## src/twxse_pkg.sv

```systemverilog
// Shared constants and types for the table write, xor and skip execution block
package twxse_pkg;
    // ==========================================================
    // Widths
    localparam int TPTR_W  = 21;
    localparam int PTR_W   = 12;
    localparam int HOLD_N  = 8;
    localparam int HOLD_AW = 3;
    localparam int PTR_N   = 3;

    // ==========================================================
    // Instruction phases
    localparam logic [1:0] Q1 = 2'h0;
    localparam logic [1:0] Q2 = 2'h1;
    localparam logic [1:0] Q3 = 2'h2;
    localparam logic [1:0] Q4 = 2'h3;

    // ==========================================================
    // Opcodes
    localparam logic [13:0] OPC_TBL_WRITE = 14'h0003;
    localparam logic [6:0]  OPC_TEST_SKIP = 7'h33;
    localparam logic [7:0]  OPC_XOR_LIT   = 8'h0A;
    localparam logic [5:0]  OPC_XOR_FILE  = 6'h06;
    localparam logic [7:0]  OPC_ADD_PTR   = 8'hE8;
    localparam logic [7:0]  OPC_SUB_PTR   = 8'hE9;
    localparam logic [7:0]  OPC_PUSH_LIT  = 8'hEA;
    localparam logic [7:0]  OPC_MOVE_IDX  = 8'hEB;
    localparam logic [15:0] OPC_CALL_W    = 16'h0014;
    localparam logic [15:0] OPC_NOP       = 16'h0000;

    // Table write mode field
    localparam logic [1:0] TW_KEEP     = 2'h0;
    localparam logic [1:0] TW_POST_INC = 2'h1;
    localparam logic [1:0] TW_POST_DEC = 2'h2;
    localparam logic [1:0] TW_PRE_INC  = 2'h3;

    // Addressing
    localparam logic [1:0] PTR_SEL_STACK    = 2'h3;
    localparam logic [1:0] PTR_STACK_IDX    = 2'h2;
    localparam logic [7:0] LIT_OFFSET_MAX   = 8'h5F;
    localparam logic [3:0] ACCESS_LOW_BANK  = 4'h0;
    localparam logic [3:0] ACCESS_HIGH_BANK = 4'hF;

    // ==========================================================
    // Register offsets
    localparam logic [7:0] OFS_CTRL   = 8'h00;
    localparam logic [7:0] OFS_BANK   = 8'h04;
    localparam logic [7:0] OFS_WORKING_REGISTER   = 8'h08;
    localparam logic [7:0] OFS_STAT   = 8'h0C;
    localparam logic [7:0] OFS_TPTR   = 8'h10;
    localparam logic [7:0] OFS_TLAT   = 8'h14;
    localparam logic [7:0] OFS_PTR0   = 8'h18;
    localparam logic [7:0] PTR_STRIDE = 8'h04;

    // Field positions
    localparam int CTRL_EXT_BIT = 0;
    localparam int STAT_Z_BIT   = 0;
    localparam int STAT_N_BIT   = 1;

    // Reset values
    localparam logic [7:0]  RST_W     = 8'h00;
    localparam logic [3:0]  RST_BANK  = 4'h0;
    localparam logic [20:0] RST_TPTR  = 21'h000000;
    localparam logic [7:0]  RST_LATCH = 8'h00;
    localparam logic [11:0] RST_PTR   = 12'h000;
    localparam logic        RST_EXT   = 1'b0;

    // ==========================================================
    // Execution states
    typedef enum logic [1:0] {
        ST_EXEC,
        ST_TBL2,
        ST_NOP2,
        ST_NOP1
    } twxse_state_type;
endpackage

```

## src/twxse_hold_mem.sv

```systemverilog
// Program memory write holding registers with registered read port
`timescale 1ns/10ps
module twxse_hold_mem
    import twxse_pkg::*;
(
    // Clock and reset
    input  wire logic               clock,
    input  wire logic               rst_b,
    // Write side
    input  wire logic               wr_en,
    input  wire logic [HOLD_AW-1:0] wr_idx,
    input  wire logic [7:0]         wr_data,
    // Read side
    input  wire logic [HOLD_AW-1:0] rd_idx,
    output logic      [7:0]         rd_data
);
    logic [7:0] mem [HOLD_N];

    // ==========================================================
    // Storage
    always_ff @(posedge clock) begin
        if (wr_en) begin
            mem[wr_idx] <= wr_data;
        end
    end

    always_ff @(posedge clock or negedge rst_b) begin
        if (!rst_b) begin
            rd_data <= RST_LATCH;
        end else begin
            rd_data <= mem[rd_idx];
        end
    end
endmodule

```

## src/twxse_exec.sv

```systemverilog
// Execution of table write, test-and-skip, xor and pointer adjust instructions
`timescale 1ns/10ps
// What this block does
// - Table write mode: keep, post-inc, post-dec, pre-inc
// - Table latch goes to holding register pointer[2:0]
// - Table pointer is 21 bits, byte addressed
// - Pointer bit 0 picks low or high byte
// - Table write leaves status flags alone
// - Zero test discards fetched instruction, runs nop
// - Test-and-skip: one cycle, two when skipping
// - Skipping two-word instruction costs two nops
// - Access bit 0 access bank, 1 bank select
// - Extended, access bit 0, f<=5Fh: indexed offset
// - Xor literal into working register
// - Xor file, destination bit picks target
// - Both xors update only negative and zero
// - Extended features off unless enable bit set
// - Seven extended literal pointer instructions
// - Stack pointer add/sub variants return afterwards
module twxse_exec
    import twxse_pkg::*;
(
    // Clock and reset
    input  wire logic        clock,
    input  wire logic        rst_b,
    // Instruction stream
    input  wire logic        instr_valid,
    input  wire logic [15:0] instr_word,
    input  wire logic        instr_two_word,
    output logic             instr_take,
    // Data memory
    input  wire logic [7:0]  file_rdata,
    output logic      [11:0] file_addr,
    output logic             file_rd,
    output logic             file_wr,
    output logic      [7:0]  file_wdata,
    // Holding registers
    input  wire logic [2:0]  hold_rd_idx,
    output logic      [7:0]  hold_rd_data,
    // Core sequencing
    output logic      [1:0]  phase,
    output logic             cycle_nop,
    output logic             ret_pop,
    output logic             ext_pass,
    // Register port
    input  wire logic [7:0]  reg_addr,
    input  wire logic [31:0] reg_wdata,
    input  wire logic        reg_wr,
    input  wire logic        reg_rd,
    output logic      [31:0] reg_rdata
);
    // ==========================================================
    // Functions
    function automatic logic [11:0] file_address(input logic       acc_b,
                                                 input logic [7:0] f,
                                                 input logic [3:0] bank,
                                                 input logic [11:0] base,
                                                 input logic       ext);
        logic [11:0] a;
        a = {bank, f};
        if (!acc_b) begin
            if (ext && f <= LIT_OFFSET_MAX) begin
                a = 12'(base + {4'h0, f});
            end else if (f <= LIT_OFFSET_MAX) begin
                a = {ACCESS_LOW_BANK, f};
            end else begin
                a = {ACCESS_HIGH_BANK, f};
            end
        end
        return a;
    endfunction

    function automatic logic [TPTR_W-1:0] tptr_step(input logic [TPTR_W-1:0] p,
                                                    input logic dn);
        return dn ? TPTR_W'(p - 21'h1) : TPTR_W'(p + 21'h1);
    endfunction

    // ==========================================================
    // State
    twxse_state_type   state_reg;
    twxse_state_type   state_next;
    logic [1:0]        q_reg;
    logic [15:0]       ir_reg;
    logic              ext_en_reg;
    logic [3:0]        bsr_reg;
    logic [7:0]        w_reg;
    logic              n_reg;
    logic              z_reg;
    logic [TPTR_W-1:0] tptr_reg;
    logic [7:0]        tlat_reg;
    logic [7:0]        hold_latch_reg;
    logic [PTR_W-1:0]  ptr_reg [PTR_N];
    logic              skip_reg;
    logic [31:0]       rd_mux;

    // ==========================================================
    // Decode
    wire ex       = state_reg == ST_EXEC;
    wire at_q1    = q_reg == Q1;
    wire at_q2    = q_reg == Q2;
    wire at_q3    = q_reg == Q3;
    wire at_q4    = q_reg == Q4;
    wire is_tbl   = ir_reg[15:2] == OPC_TBL_WRITE;
    wire [1:0] tw_mode = ir_reg[1:0];
    wire is_tst   = ir_reg[15:9] == OPC_TEST_SKIP;
    wire is_xlw   = ir_reg[15:8] == OPC_XOR_LIT;
    wire is_xwf   = ir_reg[15:10] == OPC_XOR_FILE;
    wire dest_f   = ir_reg[9];
    wire uses_f   = is_tst | is_xwf;
    // Extended opcodes decode to nothing until enabled
    wire is_adj   = ext_en_reg && (ir_reg[15:8] == OPC_ADD_PTR || ir_reg[15:8] == OPC_SUB_PTR);
    wire is_ulnk  = is_adj && ir_reg[7:6] == PTR_SEL_STACK;
    // The other three extended operations are executed elsewhere; only flagged here
    wire is_xoth  = ext_en_reg && (ir_reg == OPC_CALL_W || ir_reg[15:8] == OPC_PUSH_LIT
                                   || ir_reg[15:8] == OPC_MOVE_IDX);
    wire [1:0] ptr_idx = is_ulnk ? PTR_STACK_IDX : ir_reg[7:6];
    wire [11:0] ptr_k  = {6'h00, ir_reg[5:0]};
    wire [11:0] ptr_new = ir_reg[8] ? 12'(ptr_reg[ptr_idx] - ptr_k)
                                    : 12'(ptr_reg[ptr_idx] + ptr_k);
    wire [11:0] f_addr = file_address(ir_reg[8], ir_reg[7:0], bsr_reg, ptr_reg[PTR_STACK_IDX],
                                      ext_en_reg);
    wire [7:0] x_res  = w_reg ^ (is_xlw ? ir_reg[7:0] : file_rdata);
    wire w_we_x   = ex && at_q3 && (is_xlw || (is_xwf && !dest_f));
    wire flg_we   = ex && at_q3 && (is_xlw || is_xwf);
    wire hold_we  = state_reg == ST_TBL2 && at_q4;
    wire pre_inc  = ex && at_q4 && is_tbl && tw_mode == TW_PRE_INC;
    wire post_mv  = hold_we && (tw_mode == TW_POST_INC || tw_mode == TW_POST_DEC);
    wire ptr_we   = ex && at_q4 && is_adj;
    wire load_ir  = at_q4 && state_next == ST_EXEC;

    // Register port decode
    wire wr_ctrl  = reg_wr && reg_addr == OFS_CTRL;
    wire wr_bank  = reg_wr && reg_addr == OFS_BANK;
    wire wr_w     = reg_wr && reg_addr == OFS_WORKING_REGISTER;
    wire wr_stat  = reg_wr && reg_addr == OFS_STAT;
    wire wr_tptr  = reg_wr && reg_addr == OFS_TPTR;
    wire wr_tlat  = reg_wr && reg_addr == OFS_TLAT;

    // ==========================================================
    // Sequencer
    always_comb begin
        state_next = state_reg;
        if (at_q4) begin
            case (state_reg)
                ST_EXEC: begin
                    if (is_tbl) begin
                        state_next = ST_TBL2;
                    end else if (skip_reg) begin
                        state_next = instr_two_word ? ST_NOP2 : ST_NOP1;
                    end else if (is_ulnk) begin
                        state_next = ST_NOP1;
                    end
                end
                ST_NOP2: state_next = ST_NOP1;
                ST_TBL2: state_next = ST_EXEC;
                ST_NOP1: state_next = ST_EXEC;
                default: state_next = ST_EXEC;
            endcase
        end
    end

    always_ff @(posedge clock or negedge rst_b) begin
        if (!rst_b) begin
            state_reg  <= ST_EXEC;
            q_reg      <= Q1;
            ir_reg     <= OPC_NOP;
            instr_take <= 1'b0;
            cycle_nop  <= 1'b0;
            phase      <= Q1;
        end else begin
            state_reg  <= state_next;
            q_reg      <= 2'(q_reg + 2'h1);
            phase      <= 2'(q_reg + 2'h1);
            instr_take <= load_ir && instr_valid;
            // Skipped instruction is never loaded, so a nop runs in its place
            if (load_ir) begin
                ir_reg <= instr_valid ? instr_word : OPC_NOP;
            end
            if (at_q4) begin
                cycle_nop <= state_next == ST_NOP1 || state_next == ST_NOP2;
            end
        end
    end

    // ==========================================================
    // Data path: file access, xor, skip
    always_ff @(posedge clock or negedge rst_b) begin
        if (!rst_b) begin
            file_addr  <= 12'h000;
            file_rd    <= 1'b0;
            file_wr    <= 1'b0;
            file_wdata <= 8'h00;
            skip_reg   <= 1'b0;
            ret_pop    <= 1'b0;
            ext_pass   <= 1'b0;
        end else begin
            file_rd  <= ex && at_q1 && uses_f;
            file_wr  <= ex && at_q3 && is_xwf && dest_f;
            ret_pop  <= ex && at_q4 && is_ulnk;
            ext_pass <= ex && at_q1 && is_xoth;
            if (at_q1) begin
                file_addr <= f_addr;
            end
            if (at_q3) begin
                file_wdata <= x_res;
                skip_reg   <= ex && is_tst && file_rdata == 8'h00;
            end
        end
    end

    // Instruction writes win over a register port write in the same cycle
    always_ff @(posedge clock or negedge rst_b) begin
        if (!rst_b) begin
            w_reg      <= RST_W;
            n_reg      <= 1'b0;
            z_reg      <= 1'b0;
            bsr_reg    <= RST_BANK;
            ext_en_reg <= RST_EXT;
        end else begin
            if (w_we_x) begin
                w_reg <= x_res;
            end else if (wr_w) begin
                w_reg <= reg_wdata[7:0];
            end
            // Only the xors and a STAT register write touch the flags; a table write never does
            if (flg_we) begin
                n_reg <= x_res[7];
                z_reg <= x_res == 8'h00;
            end else if (wr_stat) begin
                n_reg <= reg_wdata[STAT_N_BIT];
                z_reg <= reg_wdata[STAT_Z_BIT];
            end
            if (wr_bank) begin
                bsr_reg <= reg_wdata[3:0];
            end
            if (wr_ctrl) begin
                ext_en_reg <= reg_wdata[CTRL_EXT_BIT];
            end
        end
    end

    // ==========================================================
    // Table write and file select pointers
    always_ff @(posedge clock or negedge rst_b) begin
        if (!rst_b) begin
            tptr_reg       <= RST_TPTR;
            tlat_reg       <= RST_LATCH;
            hold_latch_reg <= RST_LATCH;
            for (int i = 0; i < PTR_N; i++) begin
                ptr_reg[i] <= RST_PTR;
            end
        end else begin
            if (state_reg == ST_TBL2 && at_q2) begin
                hold_latch_reg <= tlat_reg;
            end
            if (pre_inc) begin
                tptr_reg <= tptr_step(tptr_reg, 1'b0);
            end else if (post_mv) begin
                tptr_reg <= tptr_step(tptr_reg, tw_mode == TW_POST_DEC);
            end else if (wr_tptr) begin
                tptr_reg <= reg_wdata[TPTR_W-1:0];
            end
            if (wr_tlat) begin
                tlat_reg <= reg_wdata[7:0];
            end
            for (int i = 0; i < PTR_N; i++) begin
                if (ptr_we && ptr_idx == 2'(i)) begin
                    ptr_reg[i] <= ptr_new;
                end else if (reg_wr && reg_addr == 8'(OFS_PTR0 + 8'(i) * PTR_STRIDE)) begin
                    ptr_reg[i] <= reg_wdata[PTR_W-1:0];
                end
            end
        end
    end

    // Low three pointer bits pick the holding byte; bit 0 is the byte in the word
    twxse_hold_mem u_hold (
        .clock   (clock),
        .rst_b   (rst_b),
        .wr_en   (hold_we),
        .wr_idx  (tptr_reg[HOLD_AW-1:0]),
        .wr_data (hold_latch_reg),
        .rd_idx  (hold_rd_idx),
        .rd_data (hold_rd_data)
    );

    // ==========================================================
    // Register port read
    always_comb begin
        case (reg_addr)
            OFS_CTRL: rd_mux = {31'h0, ext_en_reg};
            OFS_BANK: rd_mux = {28'h0, bsr_reg};
            OFS_WORKING_REGISTER: rd_mux = {24'h0, w_reg};
            OFS_STAT: rd_mux = {30'h0, n_reg, z_reg};
            OFS_TPTR: rd_mux = {11'h0, tptr_reg};
            OFS_TLAT: rd_mux = {24'h0, tlat_reg};
            8'h18:    rd_mux = {20'h0, ptr_reg[0]};
            8'h1C:    rd_mux = {20'h0, ptr_reg[1]};
            8'h20:    rd_mux = {20'h0, ptr_reg[2]};
            default:  rd_mux = 32'h0;
        endcase
    end

    always_ff @(posedge clock or negedge rst_b) begin
        if (!rst_b) begin
            reg_rdata <= 32'h0;
        end else begin
            reg_rdata <= reg_rd ? rd_mux : 32'h0;
        end
    end
endmodule

```

## config.mk

```make
export PLATFORM = sky130hd
export DESIGN_NAME = twxse_exec
export DESIGN_NICKNAME = d
export VERILOG_FILES = /design/src/twxse_pkg.sv /design/src/twxse_hold_mem.sv /design/src/twxse_exec.sv
export SDC_FILE = /design/constraint.sdc
export NUM_CORES = 1
export LEC_CHECK = 0
export BUFFER_PORTS_ARGS = -buffer_cell sky130_fd_sc_hd__buf_2
export CAP_MARGIN = 25
export CELL_PAD_IN_SITES_DETAIL_PLACEMENT = 0
export CELL_PAD_IN_SITES_GLOBAL_PLACEMENT = 1
export CORE_MARGIN = 3
export CORE_UTILIZATION = 40
export DETAILED_ROUTE_END_ITERATION = 10
export GPL_TIMING_DRIVEN = 0
export MAX_ROUTING_LAYER = met4
export PLACE_DENSITY = 0.77
export RECOVER_POWER = 50
export SYNTH_ARGS = -nofsm -noshare
export SYNTH_HDL_FRONTEND = slang
export SYNTH_SLANG_ARGS = --single-unit
```

## constraint.sdc

```tcl
create_clock -name clock -period 3.26 [get_ports clock]
set_input_delay 0.978 -clock clock [delete_from_list [all_inputs] [get_ports clock]]
set_output_delay 0.978 -clock clock [all_outputs]
set_load 0.02 [all_outputs]
```

=== After elaboration in Yosys (flattened, before gate mapping) ===
Memory sizes are Yosys's and may differ from the RTL's. A register that Yosys moved wholly into a read port is not among the register bits.
Cells that the tools add are included.

* Add/subtract/negate cells: 6
* Order comparisons: 2
* Equality and inequality tests: 31
* Multiplexer cells: 36
* Bitwise gates (word level): 3
* Reductions and logical operators: 60

{| class="wikitable"
|+ Operators by type and width
! operator !! count
|-
| $pmux 21 s9 || 1
|-
| $mux 12 || 12
|-
| $mux 21 || 4
|-
| $logic_and 1x1->1 || 37
|-
| $eq 8x5->1 const B || 4
|-
| $eq 8x8->1 const B || 4
|-
| $mux 32 || 1
|-
| $bmux 12 s2 || 1
|-
| $eq 8x4->1 const B || 3
|-
| $logic_not 8->1 || 3
|-
| $mux 8 || 3
|-
| $add 21x1->21 const B || 1
|-
| $sub 21x1->21 const B || 1
|-
| $eq 2x2->1 const B || 10
|-
| $eq 16x5->1 const B || 1
|-
| $mux 16 || 1
|-
| $eq 14x2->1 const B || 1
|-
| $add 12x6->12 || 1
|-
| $add 12x8->12 || 1
|-
| $sub 12x6->12 || 1
|-
| $mux 2 || 5
|-
| $reduce_bool 2->1 || 5
|-
| $eq 2x1->1 const B || 4
|-
| $eq 8x3->1 const B || 1
|-
| other kinds (16) || 32
|}

* Register bits after elaboration: 167
* Memory bits (writable): 64
* Input bits: 73
* Memories kept: 1

{| class="wikitable"
|+ Memory list
! memory !! words !! bits a word !! read ports !! clocked after memory_dff !! write ports !! line !! source
|-
| u_hold.mem || 8 || 8 || 1 || 1 || 1 || twxse_hold_mem.sv:17 || <nowiki>logic [7:0] mem [HOLD_N];</nowiki>
|}

=== Depth between registers and ports, before layout ===
* Depth in word-level cells: 12
* Mapped depth: 17

=== Hierarchy ===
Synthesis repeated with hierarchy kept, for this count alone.

* Cell total of the unflattened synthesis: 1168
* Area total of the unflattened synthesis: 12569.6 µm²

{| class="wikitable"
|+ Modules (own cells, without submodules)
! module !! times used !! cells an instance !! area each (µm²) !! seq. area each (µm²)
|-
| twxse_exec || 1 || 1054 || 9838.2 || 3903.7
|-
| twxse_hold_mem || 1 || 114 || 2731.4 || 2122.0
|}

=== Least setup slack after synthesis ===
No wires, ideal clock.

* Path type: flip-flop to flip-flop
* From: register ir_reg[11]
* To: register ptr_reg[18] in the netlist's numbering
* Library setup time: 0.149 ns
* Arrival time: 3.314 ns
* Required time: 3.111 ns
* Slack: -0.202 ns
* Stages on the path, launching flop included: 17
* Period minus slack after synthesis: 3.462 ns
* Path through: dfrtp_1 > nor2b_1 > and4b_1 > buf_2 > nand2b_1 > clkbuf_1 > o21ai_0 > nand2_1 > o221ai_1 > ha_1 > fa_1 > nor2b_1 > o21a_1 > o21ai_1 > nor4b_1 > a2111oi_0 > o21ai_0

* Word-level cells in the longest chain between the ends: 12
* Elaborated cells on any way between the ends: 18
* Classes of those cells: 2 x add/sub; 3 x eq/ne; 6 x mux; 1 x bitwise; 6 x reduce/logical

{| class="wikitable"
|+ RTL lines
! item !! line !! source
|-
| start: declaration || twxse_exec.sv:83 || <nowiki>logic [15:0] ir_reg;</nowiki>
|-
| start signal: assignment || twxse_exec.sv:177 || <nowiki>ir_reg <= instr_valid ? instr_word : OPC_NOP;</nowiki>
|-
| $eq 8x8->1 || twxse_exec.sv:111 || <nowiki>wire is_adj = ext_en_reg && (ir_reg[15:8] == OPC_ADD_PTR || ir_reg[15:8] == OPC_SUB_PTR);</nowiki>
|-
| $logic_or 1x1->1 (*) || twxse_exec.sv:111 ||
|-
| $logic_and 1x1->1 (*) || twxse_exec.sv:111 ||
|-
| $logic_and 1x1->1 || twxse_exec.sv:112 || <nowiki>wire is_ulnk = is_adj && ir_reg[7:6] == PTR_SEL_STACK;</nowiki>
|-
| $mux 2 || twxse_exec.sv:116 || <nowiki>wire [1:0] ptr_idx = is_ulnk ? PTR_STACK_IDX : ir_reg[7:6];</nowiki>
|-
| $not 2->3 (not written as such) || twxse_exec.sv:118, twxse_exec.sv:119 ||
|-
| $bmux 12 s2 || twxse_exec.sv:118, twxse_exec.sv:119 ||
|-
| $mux 12 (not written as such) (2 in a row) || twxse_exec.sv:118, twxse_exec.sv:119 ||
|-
| $add 12x6->12 / $sub 12x6->12 (equally long branches) || twxse_exec.sv:119, twxse_exec.sv:118 ||
|-
| $mux 12 || twxse_exec.sv:118 || <nowiki>wire [11:0] ptr_new = ir_reg[8] ? 12'(ptr_reg[ptr_idx] - ptr_k)</nowiki>
|-
| $mux 12 || twxse_exec.sv:267 || <nowiki>if (ptr_we && ptr_idx == 2'(i)) begin</nowiki>
|-
| end signal: indexed assignment || twxse_exec.sv:268 || <nowiki>ptr_reg[i] <= ptr_new;</nowiki>
|-
| end signal: indexed assignment || twxse_exec.sv:270 || <nowiki>ptr_reg[i] <= reg_wdata[PTR_W-1:0];</nowiki>
|-
| end: declaration || twxse_exec.sv:92 || <nowiki>logic [PTR_W-1:0] ptr_reg [PTR_N];</nowiki>
|}

Every way passes the cells marked *; elsewhere a longest branch is shown, timed or not. The select of a mux whose other input is x is not followed.
A chain may end at the register's enable or synchronous reset.

=== Final worst setup path ===
* From: register ir_reg[12]
* To: register ptr_reg[30] in the netlist's numbering

Same word-level chain as after synthesis.

==> metrics.cfg <==
[final_layout]
fin_nets=1496
regArea_um2=6030
area_growth_pct=17.4
drive_gt1_share_pct=20.5
final_util_pct=48.1
largest_reg_flops=64
antenna_cells=0
fillCellCount=2888
multi_input_area_um2=6220

[global_route]
grt_pass1_vias=10300
grt_antenna_before_repair=0
grt_pass1_wl_mm=61.2
grt_max_degree=85
gr-total-overflow=0
grt_util_all_layers_pct=23.9

[floorplanning]
coreArea_um2=30800
io_pins=141
dieArea_um2=33800
start_util_pct=41.0
die_x_um=184
rows=64
die_h_um=184

[drt]
drt_pass1_iterations=9
ant_nets=0
drc=0
drtIter0Drc=1000
totalWireLength_mm=39.1
wl_per_cell_um=21.7
routed_via_density=5.77
vias=10400

[clocking]
cts_tree=done
numClockSinks=228
h-tree-depth=1
clk_path_buf_depth=3
clockRootBuffer=clkbuf_16
cts_buffers=26
hold_buffers=0
clk_latency_ps=550
clk_pin_slew_ps=60

[power]
power_leakage_nw=6.50
power.density_nw_per_um2=489
power.switching_w=0.00203
p_total_w=0.00725
swShare_pct=28.0
peakVddDrop_mv=0.330
seq_power_share_pct=44.1
p_int_w=0.00522
combPwrFrac_pct=16.1
clkPwrFrac_pct=39.9

[timing]
worst_pin_slew_ps=2090
hold_viol_final=0
slew-limit-headroom_pct=-39.2
whs_ps=506
fmax_ghz=0.312
setup_viol=0
post-route-min-period_ps=3200
rsz0062_at_grt=yes
drv_slew=82
fin_skew_ps=22.0
finalCritPeriodShare_pct=98.3

[run_status]
status=complete, but fails checks
violations=max-capacitance violations, max-slew violations

[placement]
place_congestion=1.01
dp_hpwl_mm=29.1
portBuffers=112

[critical_path]
path_buf_inv=2
crit_slowest_cell=dfrtp_1
crit_required_ps=3660
path_cells=nand4b_1 -> and4b_2 -> nand2b_4 -> buf_8 -> o21ai_2 -> a21oi_1 -> ha_1 -> nor2b_1 -> o21a_1 -> o21ai_2 -> a211oi_2 -> a2111oi_2 -> buf_4 -> mux2i_1
crit_fanout=5
slowest_delay_ps=380
path_delay_family=compound AO/OA/AOI/OAI gates
crit_arrival_ps=3600
start_kind=flop
crit_type=reg2reg
cpMostUsedCell=o21ai_2
end_kind=flop

[yosys]
syn_avg_cell_area_um2=10.3
syn-cell-area_um2=12600
synth_area_leader_cell=dfrtp_1
synthMuxAreaShare_pct=13.6
synth.area.top_cells=dfrtp_1 32%, edfxtp_1 15%, mux2i_1 5.2%, mux2_2 4.5%, nand2_1 3.3%
ys.flop_type=dfrtp_1
ys_warn_count=0
synth_top_family_by_area=compound AO/OA/AOI/OAI gates
synth-adder-area-share_pct=3.09
synth_xor_area_share_pct=2.36
synth.most_common_cell=dfrtp_1
ys_seq_area_share_pct=47.7
synth-simple-area-share_pct=14.3
ys_types=79
yosys.area.top_type_share_pct=32.5
synth_cells=1229
async_reset_ff_share_pct=71.9
synth_edf_count=64
synth_seq_cells=228
synth_common_cells=164 x dfrtp_1, 110 x nand2_1, 97 x nor2_1
synth_compound_area_share_pct=14.6

[run]
cap_violations=1

[worst_hold_path]
hold_path_class=reg2reg

final cells by class:
type	instances	area share [%]
Clock buffer	37	4.87
Buffer	79	2.54
Sequential cell	228	40.7
Tap cell	396	3.34
Multi-Input combinational cell	881	41.9
Timing Repair Buffer	131	4.69
Clock inverter	10	0.810
Inverter	46	1.16
stage by stage:
stage                     worst slack (ps)  TNS [ps]  cell area, um^2  instances
after global routing                 -69.4      -233            14800       1808
after detailed placement              -750    -12190            13800       1751
after CTS                            -2.91     -2.91            14800       1803
after global placement               -1540   -260340            13700       1747
final                                 56.2         0            14800       1808
after floorplan                       45.0         0            12700       1239
power by group through the flow:
stage	sequential, W	clock [W]	combinational (W)
after floorplan	0.00324	0	0.000680
after global placement	0.00324	0	0.00106
after detailed placement	0.00324	0	0.00107
after CTS	0.00319	0.00296	0.00112
after global routing	0.00321	0.00306	0.00128
final	0.00320	0.00289	0.00117
per-layer routing:
layer  GRT usage [%]  share of wire (%)  vias to the layer above
met4            7.32                3.4                        0
li1                -                  -                     4852
met5               -                  0                        -
met2            37.5                 46                      407
met3            2.28                5.8                       89
met1            33.1                 44                     5091
cells in the final DEF, fill, tap and decap left out, drive strengths merged, types with 4 or more instances in the layout:
master and n:
dfrtp 164, buf 149, nand2 110, clkbuf 98, nor2 97, a21oi 81
o21ai 72, mux2i 66, edfxtp 64, mux2 60, inv 44, nor3 39
nand3 30, ha 28, xnor2 24, a31oi 19, mux4 17, nor4 16
nand4 15, and3 15, and2 14, o22ai 13, a22oi 11, conb 11
a211oi 11, xor2 10, a21o 9, nor2b 9, a221oi 8, clkinv 8
a32oi 7, o21a 6, a221o 5, o221ai 5, a21boi 4, o211ai 4
nor4b 4, or4 4, and4b 4
worst paths after layout:
kind                                     from            end  slack [ps]  cells after the start
worst max-delay path               ir_reg[12]    ptr_reg[30]          60                     14
worst min-delay path            file_wdata[1]  file_wdata[1]         510                      1
worst max register to register     ir_reg[12]    ptr_reg[30]          60                     14
worst min register to register  file_wdata[1]  file_wdata[1]         510                      1
max in group asynchronous               rst_b     ptr_reg[5]         560                      2
min in group asynchronous               rst_b   tptr_reg[16]        1010                      1
kinds of logic (layout without fill, tap and decap cells):
kind of cell               after synthesis  after routing
AOI/OAI and AO/OA                      289            289
xor gates and xnor gates                34             34
adders and majority gates               30             30
buffers and inverters                  130            303
DFF                                    228            228
muxes                                  143            143
other                                    1             11
and+or+nand+nor                        374            374
repair_timing:
action                     in CTS  in global routing
pin swaps                       6                 17
setup endpoints to repair      25                 19
gates resized for setup        26                 22
setup buffers                   7                  7
cloned                          1                  0
(Power assumes the default switching activity.)
